<file path="src/hw/rsc_defs.svh">
`ifndef RSC_DEFS_SVH
`define RSC_DEFS_SVH
// ----------------------------------------
// Timebase
// ----------------------------------------
`define RSC_CLK_NS 5
`define RSC_TICK_NS 100000
`define RSC_TICK_CYC (`RSC_TICK_NS / `RSC_CLK_NS)
// ----------------------------------------
// Times in 0.1 ms ticks, then step and cycle numbers
// ----------------------------------------
`define RSC_ON_T 14'h01F4
`define RSC_OFF_T 14'h0028
`define RSC_OFF_EXT_T 14'h00C8
`define RSC_MRS_T 14'h00C8
`define RSC_MRS_MIN 14'h00C3
`define RSC_MRS_MAX 14'h00CD
`define RSC_HDX_LEN 14'h00A4
`define RSC_HDX_MIN 14'h00A3
`define RSC_HDX_MAX 14'h00A9
`define RSC_HDX_WIN_LO 14'h001E
`define RSC_HDX_START 14'h0023
`define RSC_FDX_START 14'h01EA
`define RSC_FDX_MIN_END 14'h0208
`define RSC_FDX_SKIP 14'h02BC
`define RSC_FDX_MAX 14'h03E8
`define RSC_INIT_TO 14'h2EE0
`define RSC_STEP_LAST 5'h13
`define RSC_LAST_CYC 4'hA
`define RSC_FIRST_CYC 4'h1
`endif

</file>
<file path="src/hw/rsc_pkg.sv">
package rsc_pkg;
  typedef enum logic [2:0] {ST_WATCH, ST_SEARCH, ST_ON, ST_OFF} rsc_state_t;
  typedef enum logic [2:0] {CLS_NONE, CLS_MRS, CLS_HDX, CLS_FDX, CLS_BAD} rsc_cls_t;
  typedef struct packed {
    logic operational;
    logic [3:0] cycle;
    rsc_cls_t last_cls;
  } rsc_stat_t;
endpackage : rsc_pkg

</file>
<file path="src/hw/rsc_sync_ctrl.sv">
`timescale 1ns/1ps
`include "rsc_defs.svh"
module rsc_sync_ctrl #(
  parameter int unsigned TICK_CYC = `RSC_TICK_CYC,
  parameter logic [13:0] INIT_TO = `RSC_INIT_TO
) (
  input wire logic sys_clk_i,
  input wire logic reset_i,
  input wire logic sync_i,
  output logic sync_o,
  output logic sync_oe_o,
  input wire logic hdx_detect_i,
  input wire logic fdx_detect_i,
  input wire logic fdx_done_i,
  output logic field_on_o,
  output rsc_pkg::rsc_stat_t stat_o
);
  // ----------------------------------------
  // Line sampling and timebase
  // ----------------------------------------
  logic [1:0] sync_q;
  logic line_q;
  logic [14:0] tk_q;
  logic [13:0] wid_q, wid_d;
  wire logic line = sync_q[1];
  wire logic rise = line & ~line_q;
  wire logic fall = ~line & line_q;
  wire logic tick = (tk_q == 15'(TICK_CYC - 1));

  // Two flops before any logic looks at the pin
  always_ff @(posedge sys_clk_i) begin
    if (reset_i) begin
      sync_q <= 2'h0;
      line_q <= 1'b0;
      tk_q <= 15'h0000;
    end else begin
      sync_q <= {sync_q[0], sync_i};
      line_q <= line;
      tk_q <= tick ? 15'h0000 : tk_q + 15'h0001;
    end
  end

  // Width of the current high pulse, saturating so overlong stays overlong
  always_comb begin
    wid_d = wid_q;
    if (rise) begin
      wid_d = 14'h0000;
    end else if (line && tick && wid_q != 14'h3FFF) begin
      wid_d = wid_q + 14'h0001;
    end
  end

  // ----------------------------------------
  // Pulse classification
  // ----------------------------------------
  wire logic is_mrs = wid_q >= `RSC_MRS_MIN && wid_q <= `RSC_MRS_MAX;
  wire logic is_hdx = wid_q >= `RSC_HDX_MIN && wid_q <= `RSC_HDX_MAX;
  wire logic is_fdx = !is_mrs && !is_hdx && wid_q != 14'h0000 && wid_q <= `RSC_FDX_MAX;
  wire rsc_pkg::rsc_cls_t cls = is_mrs ? rsc_pkg::CLS_MRS : is_hdx ? rsc_pkg::CLS_HDX :
                                is_fdx ? rsc_pkg::CLS_FDX : rsc_pkg::CLS_BAD;
  wire logic too_long = line && wid_q > `RSC_MRS_MAX;

  // ----------------------------------------
  // Cycle sequencer
  // ----------------------------------------
  rsc_pkg::rsc_state_t st_q, st_d;
  rsc_pkg::rsc_cls_t kind_q, kind_d, last_q;
  logic [13:0] t_q, t_d, dcnt_q, dcnt_d;
  logic [4:0] stp_q, stp_d;
  logic [3:0] cyc_q, cyc_d;
  logic long_q, long_d, drv_q, drv_d, done_q, done_d;
  wire logic last_cyc = (cyc_q == `RSC_LAST_CYC);
  wire logic step_ok = stp_q == 5'h00 && t_q >= `RSC_FDX_MIN_END && t_q != `RSC_FDX_SKIP;
  wire logic fdx_own = drv_q && kind_q == rsc_pkg::CLS_FDX;

  // This process computes the sequencer next values; the clocked bank below also selects last_q and field_on_o
  always_comb begin
    st_d = st_q;
    kind_d = kind_q;
    cyc_d = cyc_q;
    long_d = long_q;
    drv_d = drv_q;
    dcnt_d = dcnt_q;
    t_d = tick ? t_q + 14'h0001 : t_q;
    stp_d = !tick ? stp_q : (stp_q == `RSC_STEP_LAST) ? 5'h00 : stp_q + 5'h01;
    // Timed own pulses end on their own count
    if (drv_q && !fdx_own && tick) begin
      dcnt_d = dcnt_q - 14'h0001;
      if (dcnt_q == 14'h0001) begin
        drv_d = 1'b0;
      end
    end
    case (st_q)
      rsc_pkg::ST_WATCH: begin
        // Any high level is activity, also a pulse still standing on re-entry
        if (line) begin
          st_d = rsc_pkg::ST_SEARCH;
        end else if (tick && t_q >= INIT_TO - 14'h0001) begin
          st_d = rsc_pkg::ST_SEARCH;
          drv_d = 1'b1;
          kind_d = rsc_pkg::CLS_MRS;
          dcnt_d = `RSC_MRS_T;
        end
      end
      rsc_pkg::ST_SEARCH: begin
        // Only a bad end of our own sync pulse sends us back to watch; a valid sync pulse moves us to ON below, other pulses leave us here
        // Own drive has ended before the line falls, so key on what was sent
        if (kind_q == rsc_pkg::CLS_MRS && fall && !is_mrs) begin
          st_d = rsc_pkg::ST_WATCH;
          t_d = 14'h0000;
          kind_d = rsc_pkg::CLS_NONE;
        end
      end
      rsc_pkg::ST_ON: begin
        if (tick && t_q == `RSC_FDX_START - 14'h0001 && !last_cyc && fdx_detect_i &&
            !done_q && !drv_q) begin
          drv_d = 1'b1;
          kind_d = rsc_pkg::CLS_FDX;
        end
        // Release only on whole steps so the length never lands at 20 ms
        if (fdx_own && ((done_q && step_ok) || t_q >= `RSC_FDX_MAX)) begin
          drv_d = 1'b0;
        end
        if (last_cyc && t_q >= `RSC_ON_T) begin
          st_d = rsc_pkg::ST_OFF;
          long_d = 1'b1;
          t_d = 14'h0000;
          if (!line) begin
            drv_d = 1'b1;
            kind_d = rsc_pkg::CLS_MRS;
            dcnt_d = `RSC_MRS_T;
          end
        end else if ((t_q >= `RSC_ON_T && !line && !drv_q) || t_q >= `RSC_FDX_MAX) begin
          st_d = rsc_pkg::ST_OFF;
          long_d = 1'b0;
          t_d = 14'h0000;
          if (fdx_own) begin
            drv_d = 1'b0;
          end
        end
      end
      default: begin
        if (!last_cyc && tick && t_q == `RSC_HDX_START && hdx_detect_i && !drv_q && !line) begin
          drv_d = 1'b1;
          kind_d = rsc_pkg::CLS_HDX;
          dcnt_d = `RSC_HDX_LEN;
          long_d = 1'b1;
        end
        if (rise && t_q >= `RSC_HDX_WIN_LO && t_q <= `RSC_OFF_T) begin
          long_d = 1'b1;
        end
        if (last_cyc && rise) begin
          t_d = 14'h0000;
        end
        if (last_cyc && (too_long || (kind_q == rsc_pkg::CLS_MRS && fall && !is_mrs))) begin
          st_d = rsc_pkg::ST_WATCH;
          drv_d = 1'b0;
          t_d = 14'h0000;
          kind_d = rsc_pkg::CLS_NONE;
        end else if (t_q >= (long_q ? `RSC_OFF_EXT_T : `RSC_OFF_T) && !(last_cyc && line)) begin
          st_d = rsc_pkg::ST_ON;
          cyc_d = last_cyc ? `RSC_FIRST_CYC : cyc_q + 4'h1;
          t_d = 14'h0000;
          stp_d = 5'h00;
          long_d = 1'b0;
          kind_d = rsc_pkg::CLS_NONE;
        end
      end
    endcase
    // Late done still counts: set beats the clear on entering ON
    done_d = fdx_done_i | (done_q & !(st_d == rsc_pkg::ST_ON && st_q != rsc_pkg::ST_ON));
    // A valid sync pulse ending starts cycle one from any tracking state
    if (fall && is_mrs && st_q != rsc_pkg::ST_WATCH) begin
      st_d = rsc_pkg::ST_ON;
      cyc_d = `RSC_FIRST_CYC;
      t_d = 14'h0000;
      stp_d = 5'h00;
      long_d = 1'b0;
      done_d = fdx_done_i;
      kind_d = rsc_pkg::CLS_NONE;
      if (fdx_own) begin
        drv_d = 1'b0;
      end
    end
  end

  // State bank
  always_ff @(posedge sys_clk_i) begin
    if (reset_i) begin
      st_q <= rsc_pkg::ST_WATCH;
      kind_q <= rsc_pkg::CLS_NONE;
      last_q <= rsc_pkg::CLS_NONE;
      t_q <= 14'h0000;
      dcnt_q <= 14'h0000;
      wid_q <= 14'h0000;
      stp_q <= 5'h00;
      cyc_q <= `RSC_FIRST_CYC;
      long_q <= 1'b0;
      drv_q <= 1'b0;
      done_q <= 1'b0;
      field_on_o <= 1'b0;
    end else begin
      st_q <= st_d;
      kind_q <= kind_d;
      last_q <= fall ? cls : last_q;
      t_q <= t_d;
      dcnt_q <= dcnt_d;
      wid_q <= wid_d;
      stp_q <= stp_d;
      cyc_q <= cyc_d;
      long_q <= long_d;
      drv_q <= drv_d;
      done_q <= done_d;
      field_on_o <= (st_d == rsc_pkg::ST_ON);
    end
  end

  // ----------------------------------------
  // Outputs
  // ----------------------------------------
  // Open-drain style: enable and level follow the drive flop
  assign sync_o = drv_q;
  assign sync_oe_o = drv_q;
  assign stat_o.operational = (st_q == rsc_pkg::ST_ON) || (st_q == rsc_pkg::ST_OFF);
  assign stat_o.cycle = cyc_q;
  assign stat_o.last_cls = last_q;

  // ----------------------------------------
  // Checks
  // ----------------------------------------
  // Own drive length in ticks, only for the checks
  logic [13:0] dlen_q;
  always_ff @(posedge sys_clk_i) begin
    if (reset_i) begin
      dlen_q <= 14'h0000;
    end else begin
      dlen_q <= !drv_q ? 14'h0000 : tick ? dlen_q + 14'h0001 : dlen_q;
    end
  end

  a_mrs_own_len: assert property (@(posedge sys_clk_i) disable iff (reset_i)
    $fell(drv_q) && $past(kind_q) == rsc_pkg::CLS_MRS && st_q != rsc_pkg::ST_WATCH |->
    $past(dlen_q) >= `RSC_MRS_MIN && $past(dlen_q) <= `RSC_MRS_MAX)
    else $error("own sync pulse width out of window");
  a_hdx_own_len: assert property (@(posedge sys_clk_i) disable iff (reset_i)
    $fell(drv_q) && $past(kind_q) == rsc_pkg::CLS_HDX |->
    $past(dlen_q) >= `RSC_HDX_MIN && $past(dlen_q) <= `RSC_HDX_MAX)
    else $error("hdx extension width out of window");
  a_fdx_not_sync: assert property (@(posedge sys_clk_i) disable iff (reset_i)
    $fell(drv_q) && $past(kind_q) == rsc_pkg::CLS_FDX |->
    $past(dlen_q) < `RSC_MRS_MIN || $past(dlen_q) > `RSC_MRS_MAX)
    else $error("fdx extension looks like sync pulse");
  a_fdx_start: assert property (@(posedge sys_clk_i) disable iff (reset_i)
    $rose(drv_q) && kind_q == rsc_pkg::CLS_FDX |-> st_q == rsc_pkg::ST_ON &&
    t_q <= `RSC_FDX_START && !last_cyc)
    else $error("fdx extension started late");
  a_on_limit: assert property (@(posedge sys_clk_i) disable iff (reset_i)
    st_q == rsc_pkg::ST_ON |-> t_q <= `RSC_FDX_MAX)
    else $error("field on beyond limit");
  a_mrs_idle: assert property (@(posedge sys_clk_i) disable iff (reset_i)
    $rose(drv_q) && kind_q == rsc_pkg::CLS_MRS |-> !$past(line))
    else $error("sync pulse driven over activity");
  a_hdx_window: assert property (@(posedge sys_clk_i) disable iff (reset_i)
    $rose(drv_q) && kind_q == rsc_pkg::CLS_HDX |-> st_q == rsc_pkg::ST_OFF &&
    t_q >= `RSC_HDX_WIN_LO && t_q <= `RSC_OFF_T)
    else $error("hdx extension outside 3..4 ms");
  a_idle_off: assert property (@(posedge sys_clk_i) disable iff (reset_i)
    $past(st_q) == rsc_pkg::ST_OFF && st_q == rsc_pkg::ST_ON && !$past(long_q) &&
    cyc_q != `RSC_FIRST_CYC |-> $past(t_q) == `RSC_OFF_T)
    else $error("idle off period wrong");
  a_mrs_resync: assert property (@(posedge sys_clk_i) disable iff (reset_i)
    fall && is_mrs && st_q != rsc_pkg::ST_WATCH |=> st_q == rsc_pkg::ST_ON &&
    cyc_q == `RSC_FIRST_CYC && t_q == 14'h0000)
    else $error("sync pulse did not restart cycle");
  a_last_fixed: assert property (@(posedge sys_clk_i) disable iff (reset_i)
    st_q == rsc_pkg::ST_ON && last_cyc |-> t_q <= `RSC_ON_T && !fdx_own)
    else $error("tenth cycle on period not fixed");
endmodule : rsc_sync_ctrl

</file>
<file path="config.mk">
export PLATFORM = sky130hd
export DESIGN_NAME = rsc_sync_ctrl
export DESIGN_NICKNAME = d
export VERILOG_FILES = /design/src/hw/rsc_pkg.sv /design/src/hw/rsc_sync_ctrl.sv
export VERILOG_INCLUDE_DIRS = /design/src /design/src/hw
export SDC_FILE = /design/constraint.sdc
export NUM_CORES = 1
export LEC_CHECK = 0
export BUFFER_PORTS_ARGS = -buffer_cell sky130_fd_sc_hd__buf_2
export CORE_MARGIN = 4
export CORE_UTILIZATION = 56
export DETAILED_ROUTE_END_ITERATION = 12
export PLACE_DENSITY_LB_ADDON = 0.2
export SLEW_MARGIN = 10
export SYNTH_ARGS = -nofsm -noshare
export SYNTH_HDL_FRONTEND = slang
export SYNTH_SLANG_ARGS = --single-unit
</file>
<file path="constraint.sdc">
create_clock -name sys_clk_i -period 2.56 [get_ports sys_clk_i]
set_clock_uncertainty 0.1 [all_clocks]
set_input_delay 0 -clock sys_clk_i [delete_from_list [all_inputs] [get_ports sys_clk_i]]
set_output_delay 0 -clock sys_clk_i [all_outputs]
set_load 0.01 [all_outputs]
</file>
==> Word-level counts from Yosys, hierarchy flattened <==
Cells that the tools add are included.
{ "classes": {"add_sub_neg": 6, "magnitude_cmp": 13, "n_eq_ne": 20, "mux": 67, "n_bitwise": 9, "reduce_logical": 66} }
{ "op_table": {"columns": ["op", "count"], "rows": [
  ["$mux 14", 13],
  ["$pmux 14 s3", 2],
  ["$mux 3", 20],
  ["$logic_and 1x1->1", 40],
  ["$add 14x1->14 const B", 2],
  ["$ge 14x10->1 const B", 2],
  ["$ge 14x8->1 const B", 2],
  ["$le 14x8->1 const B", 2],
  ["$mux 5", 5],
  ["$mux 1", 21],
  ["$pmux 3 s3", 2],
  ["$add 15x1->15 const B", 1],
  ["$eq 15x15->1 const B", 1],
  ["$eq 3x2->1 const B", 5],
  ["$eq 14x1->1 const B", 1],
  ["$eq 14x6->1 const B", 1],
  ["$eq 14x9->1 const B", 1],
  ["$ge 14x14->1 const B", 1],
  ["$ge 14x5->1 const B", 1],
  ["$ge 14x8->1", 1],
  ["$ge 14x9->1 const B", 1],
  ["$gt 14x8->1 const B", 1],
  ["$le 14x10->1 const B", 1],
  ["$le 14x6->1 const B", 1],
  ["other kinds (30)", 53]
]} }
{ "totals": {"regBits": 82, "input_bits": 6, "out_inout_bits": 11, "wordCells": 196} }

==> Logic depth before layout (Yosys ltp) <==
{ "logic_depth": {"ltp_word": 14, "ltp_mapped": 9, "depth_no_buf": 8} }

==> Least setup slack after synthesis <==
No wires, ideal clock.
{ "synth_timing": {"path_kind": "register -> register", "startpoint": "register t_q[10]", "endpoint": "register kind_q[1]", "setup_ns": 0.066, "t_arrival_ns": 2.383, "required_time_ns": 2.394, "path_slack_ns": 0.011, "stages_incl_launch_ff": 7, "path_buffers": 0, "period_less_slack_ns": 2.549, "cell_sequence": "dfxtp_1 -> or4_4 -> or4b_4 -> nor4_4 -> a2111oi_1 -> a2111o_1 -> a21oi_2"} }
{ "synth_via": {"elab_chain_len": 10, "elab_cells_between_ends": 26, "classes_between": "3 x order compare; 3 x eq/ne; 6 x mux; 14 x reduce/logical"} }
{ "synth_rtl": {"columns": ["element", "line_no", "rtl"], "rows": [
  ["start: declaration", "rsc_sync_ctrl.sv:68", "logic [13:0] t_q, t_d, dcnt_q, dcnt_d;"],
  ["start signal: assignment", "rsc_sync_ctrl.sv:206", "t_q <= t_d;"],
  ["branches (longest 10 deep; another with $ge 14x8->1)", null, null],
  ["end signal: assignment", "rsc_sync_ctrl.sv:191", "kind_q <= rsc_pkg::CLS_NONE;"],
  ["end signal: assignment", "rsc_sync_ctrl.sv:204", "kind_q <= kind_d;"],
  ["end: declaration", "rsc_sync_ctrl.sv:67", "rsc_pkg::rsc_cls_t kind_q, kind_d, last_q;"]
]} }
Several ways; the timed one is not identified.
A chain may end at the register's enable or synchronous reset.

==> Worst setup path in the final report <==
Same ends and word-level chain as after synthesis.

==> out/qor.txt <==
vias: 4373
largest family of logic cells by synthesized area: simple AND/OR/NAND/NOR gates
f_max: 393 MHz
CTS root buf: clkbuf_8
RSZ-0062 raised after global routing: yes
async set-reset flop share out of synthesis: 0%
Clk pwr share: 43.7%
yosys warns: 0
startpoint types: flop
post-synthesis instance area: 0.00459 mm^2
mux contribution to synthesized area: 0.436%
CTS tree: done
hold crit path type: input port to flop
Layout area overhead: 23.2%
hold path depth: 6
Worst Path Buf+Inv: 0
Switch Pwr: 550 uW
Die Wd: 98.6 um
# Max-Cap Violations: 0
VDD IR-drop max: 0.284 mV
crit path max fanout: 2
Hold Crit Endpoint: kind_q[1]
final core occ: 72.1%
vias in the first global route: 4133
row cnt: 32
Reg2Reg Launch Point: t_q[10]
Fin. Hold Viols: 0
sw frac: 22.4%
Reg2Reg Setup Slack: 0.02 ns
Worst-path clk slew: 0.08 ns
pin count of the biggest net entering global routing: 22
clk sink count: 82
PwrDens: 434 mW/mm^2
drt total wl: 11500 um
global route total overflow: 0
WS Path Type: flop to flop
first-pass GRT wire length: 19100 um
Post-synth EDFFs: 0
Int Pwr: 1910 uW
final instance count without filler cells: 743
nets: 657
Adder-Cell Fraction of Synth Area: 4.09%
Die ar.: 0.00972 mm^2
Critical R2R Capture: kind_q[1]
share of the yosys chip area belonging to registers: 35.7%
Gate Count Post-Synth: 557
layout cells sized above 1: 22.8%
P_leak: 0.00221 uW
worst endpoint required time: 2.75 ns
Combinational Power Share: 3.7%
# port buffers: 16
Avg Inst Size Synth: 8.25 um^2
All-Layer GR Usage: 23.5%
Core Footprint: 0.00785 mm^2
boundary pin count: 17
Reg power frac: 52.6%
DRC: 0
Compound-Gate Fraction of Synth Area: 14.5%
Num CTS Buffers: 9
Period Utilization, post-route: 99.4%
Tightest Pin Transition: 0.572 ns
Max clock buf depth: 2
H-Tree Depth: 3
critical path cell sequence: or4_4, or4b_4, nor4_4, a2111oi_1, a2111o_1, a21oi_2
post-route ant nets: 0
post-synthesis xor/xnor area fraction: 9.72%
gpl congestion: 0.916
Arrival @ worst endpoint: 2.74 ns
dpl cells: 709
Max-slew headroom: 61.3%
final setup fails: 0
Critical Path End Type: flop
simple-gate share of the synthesized area: 30.5%
fin crit period: 2.54 ns
DRT Pass-1 Iters: 5
#FFs+latches synth: 82
Slowest cell on crit path: or4_4
Final WS setup: 0.0159 ns
wire per inst: 15.5 um
Netlist cell types: 71
Synth Flop Type: dfxtp_1
1st-iter DRT viols: 317
R2R cell count: 6
Slew Limit Fails: 0
die span in y: 98.6 um
initial antenna violation count: 0
vias per cell: 5.89
clock latency on the worst-skew pair: 0.35 ns
hold wc startpoint: fdx_detect_i
kind of cell adding the most delay to the critical path: simple AND/OR/NAND/NOR gates
# diodes: 0
pre-CTS WS: -0.0395 ns
Starting Density: 58.5%
outcome: completed
placed wire-length estimate: 8100 um
syn_nets: 578
CP max stage delay: 0.53 ns
kinds of logic (layout without fill, tap and decap cells):
kind of cell               after synthesis  in the layout
muxes                                    2              2
buffers and inverters                   51            134
AOI/OAI and AO/OA                       96             97
DFF                                     82             82
xor gates and xnor gates                51             51
adders and majority gates               15             15
and+or+nand+nor                        260            260
power by group through the flow:
stage | Sequential [uW] | Clock [uW] | Combinational (uW)
detailed placement | 1320 | 0 | 77.5
finish | 1290 | 1070 | 91.5
floorplan | 1320 | 0 | 53.1
global route | 1290 | 1160 | 101
CTS | 1290 | 1090 | 84.3
global placement | 1320 | 0 | 76.6
metal layers:
layer	routed length, um	up-vias	global-route usage [%]
met5	0	-	0
met4	283	0	7.46
met3	702	37	4.32
met2	5600	157	40.4
met1	4960	2035	29.8
li1	-	2144	-
cells in the mapped netlist, drive strengths merged, types with 2 or more instances:
cell type	instances	area share, %
nand2b	10	1.4
o211ai	7	1.4
nand4	14	1.9
nor4	15	2.8
nand2	33	2.7
o21ai	16	1.7
ha	15	4.1
o31ai	4	0.65
o211a	2	0.44
nor4bb	2	0.44
xor2	19	3.6
or4b	2	0.52
and2	3	0.41
a21o	4	0.65
nand4bb	3	0.74
nor3	23	2.5
or3	6	0.82
nand3b	2	0.33
nor2b	8	1.1
o311ai	3	0.57
nor3b	3	0.49
nor4b	3	0.57
a2bb2oi	2	0.38
dfxtp	82	36
a2111oi	3	0.60
o21a	4	0.65
or4	11	2.0
inv	25	2.0
a21oi	28	3.1
xnor2	32	6.1
nand4b	2	0.38
and3	6	0.82
a41oi	2	0.38
a211oi	3	0.49
nor2	86	7.2
nand3	22	2.4
clkbuf	18	1.7
mux2i	2	0.44
or2	3	0.41
a41o	2	0.44
a32oi	2	0.38
a31oi	3	0.41
buf	8	1.2
area by class of cell:
cell class | instances | area, um^2
sequential | 82 | 1650
fill | 625 | 2190
clock buffer | 11 | 141
timing repair buffer | 93 | 679
multi-input combinational | 425 | 2880
clock inverter | 5 | 86.3
tap | 102 | 128
inverter | 25 | 93.8
worst max-delay path by stage:
stage / startpoint / endpoint / slack, ns / cells past startpoint
CTS: tk_q[7] / wid_q[11] / -0.03 / 8
detailed placement: tk_q[12] / wid_q[11] / -0.04 / 7
global route: tk_q[14] / dcnt_q[8] / -0.08 / 9
global placement: t_q[10] / kind_q[1] / 0.0002 / 6
finish: t_q[10] / kind_q[1] / 0.02 / 6
floorplan: t_q[10] / kind_q[1] / 0.01 / 6
state kept, by name, summed over array words and instances, names as in the netlist, 2 cells and up:
signal / count
last_q: 3
wid_q: 14
stp_q: 5
tk_q: 15
cyc_q: 4
t_q: 14
st_q: 3
sync_q: 2
dcnt_q: 14
kind_q: 3
repair_timing:
item                                    4_1_cts  5_1_grt
gates resized for setup                       6       29
endpoints found under the hold margin        12        0
buffers inserted                              4        9
endpoints found under the setup margin       22       45
pin swaps                                     6       13
cloned                                        0        1
hold buffers                                  4        0
worst register-to-register path, cell delays in order, from the launching register on:
cell	delay, ns
dfxtp_1	0.32
or4_4	0.53
or4b_4	0.52
nor4_4	0.35
a2111oi_1	0.13
a2111o_1	0.42
a21oi_2	0.13
layout by cell type (no fill, tap or decap), drive strengths merged, types with 6 or more instances in the layout:
master / count
ha: 15
xnor2: 32
nor2: 86
nand3: 22
and3: 6
o21ai: 16
buf: 89
nor2b: 8
dfxtp: 82
nor3: 23
clkbuf: 11
nor4: 15
inv: 26
nand2: 33
or3: 6
xor2: 19
nand4: 14
or4: 11
nand2b: 10
o211ai: 7
a21oi: 28
through the flow:
stage / cell area, um^2 / hold WS, ns / TNS, ns / power, uW
after CTS: 5450 / 0.191 / -0.0497 / 2460
after global routing: 5660 / 0.239 / -1.02 / 2550
after global placement: 5120 / 0.113 / 0 / 1400
final: 5660 / 0.236 / 0 / 2460
after floorplan: 4590 / 0.0177 / 0 / 1370
after detailed placement: 5120 / 0.128 / -0.0882 / 1400
Power figures use the tool's default switching activity.
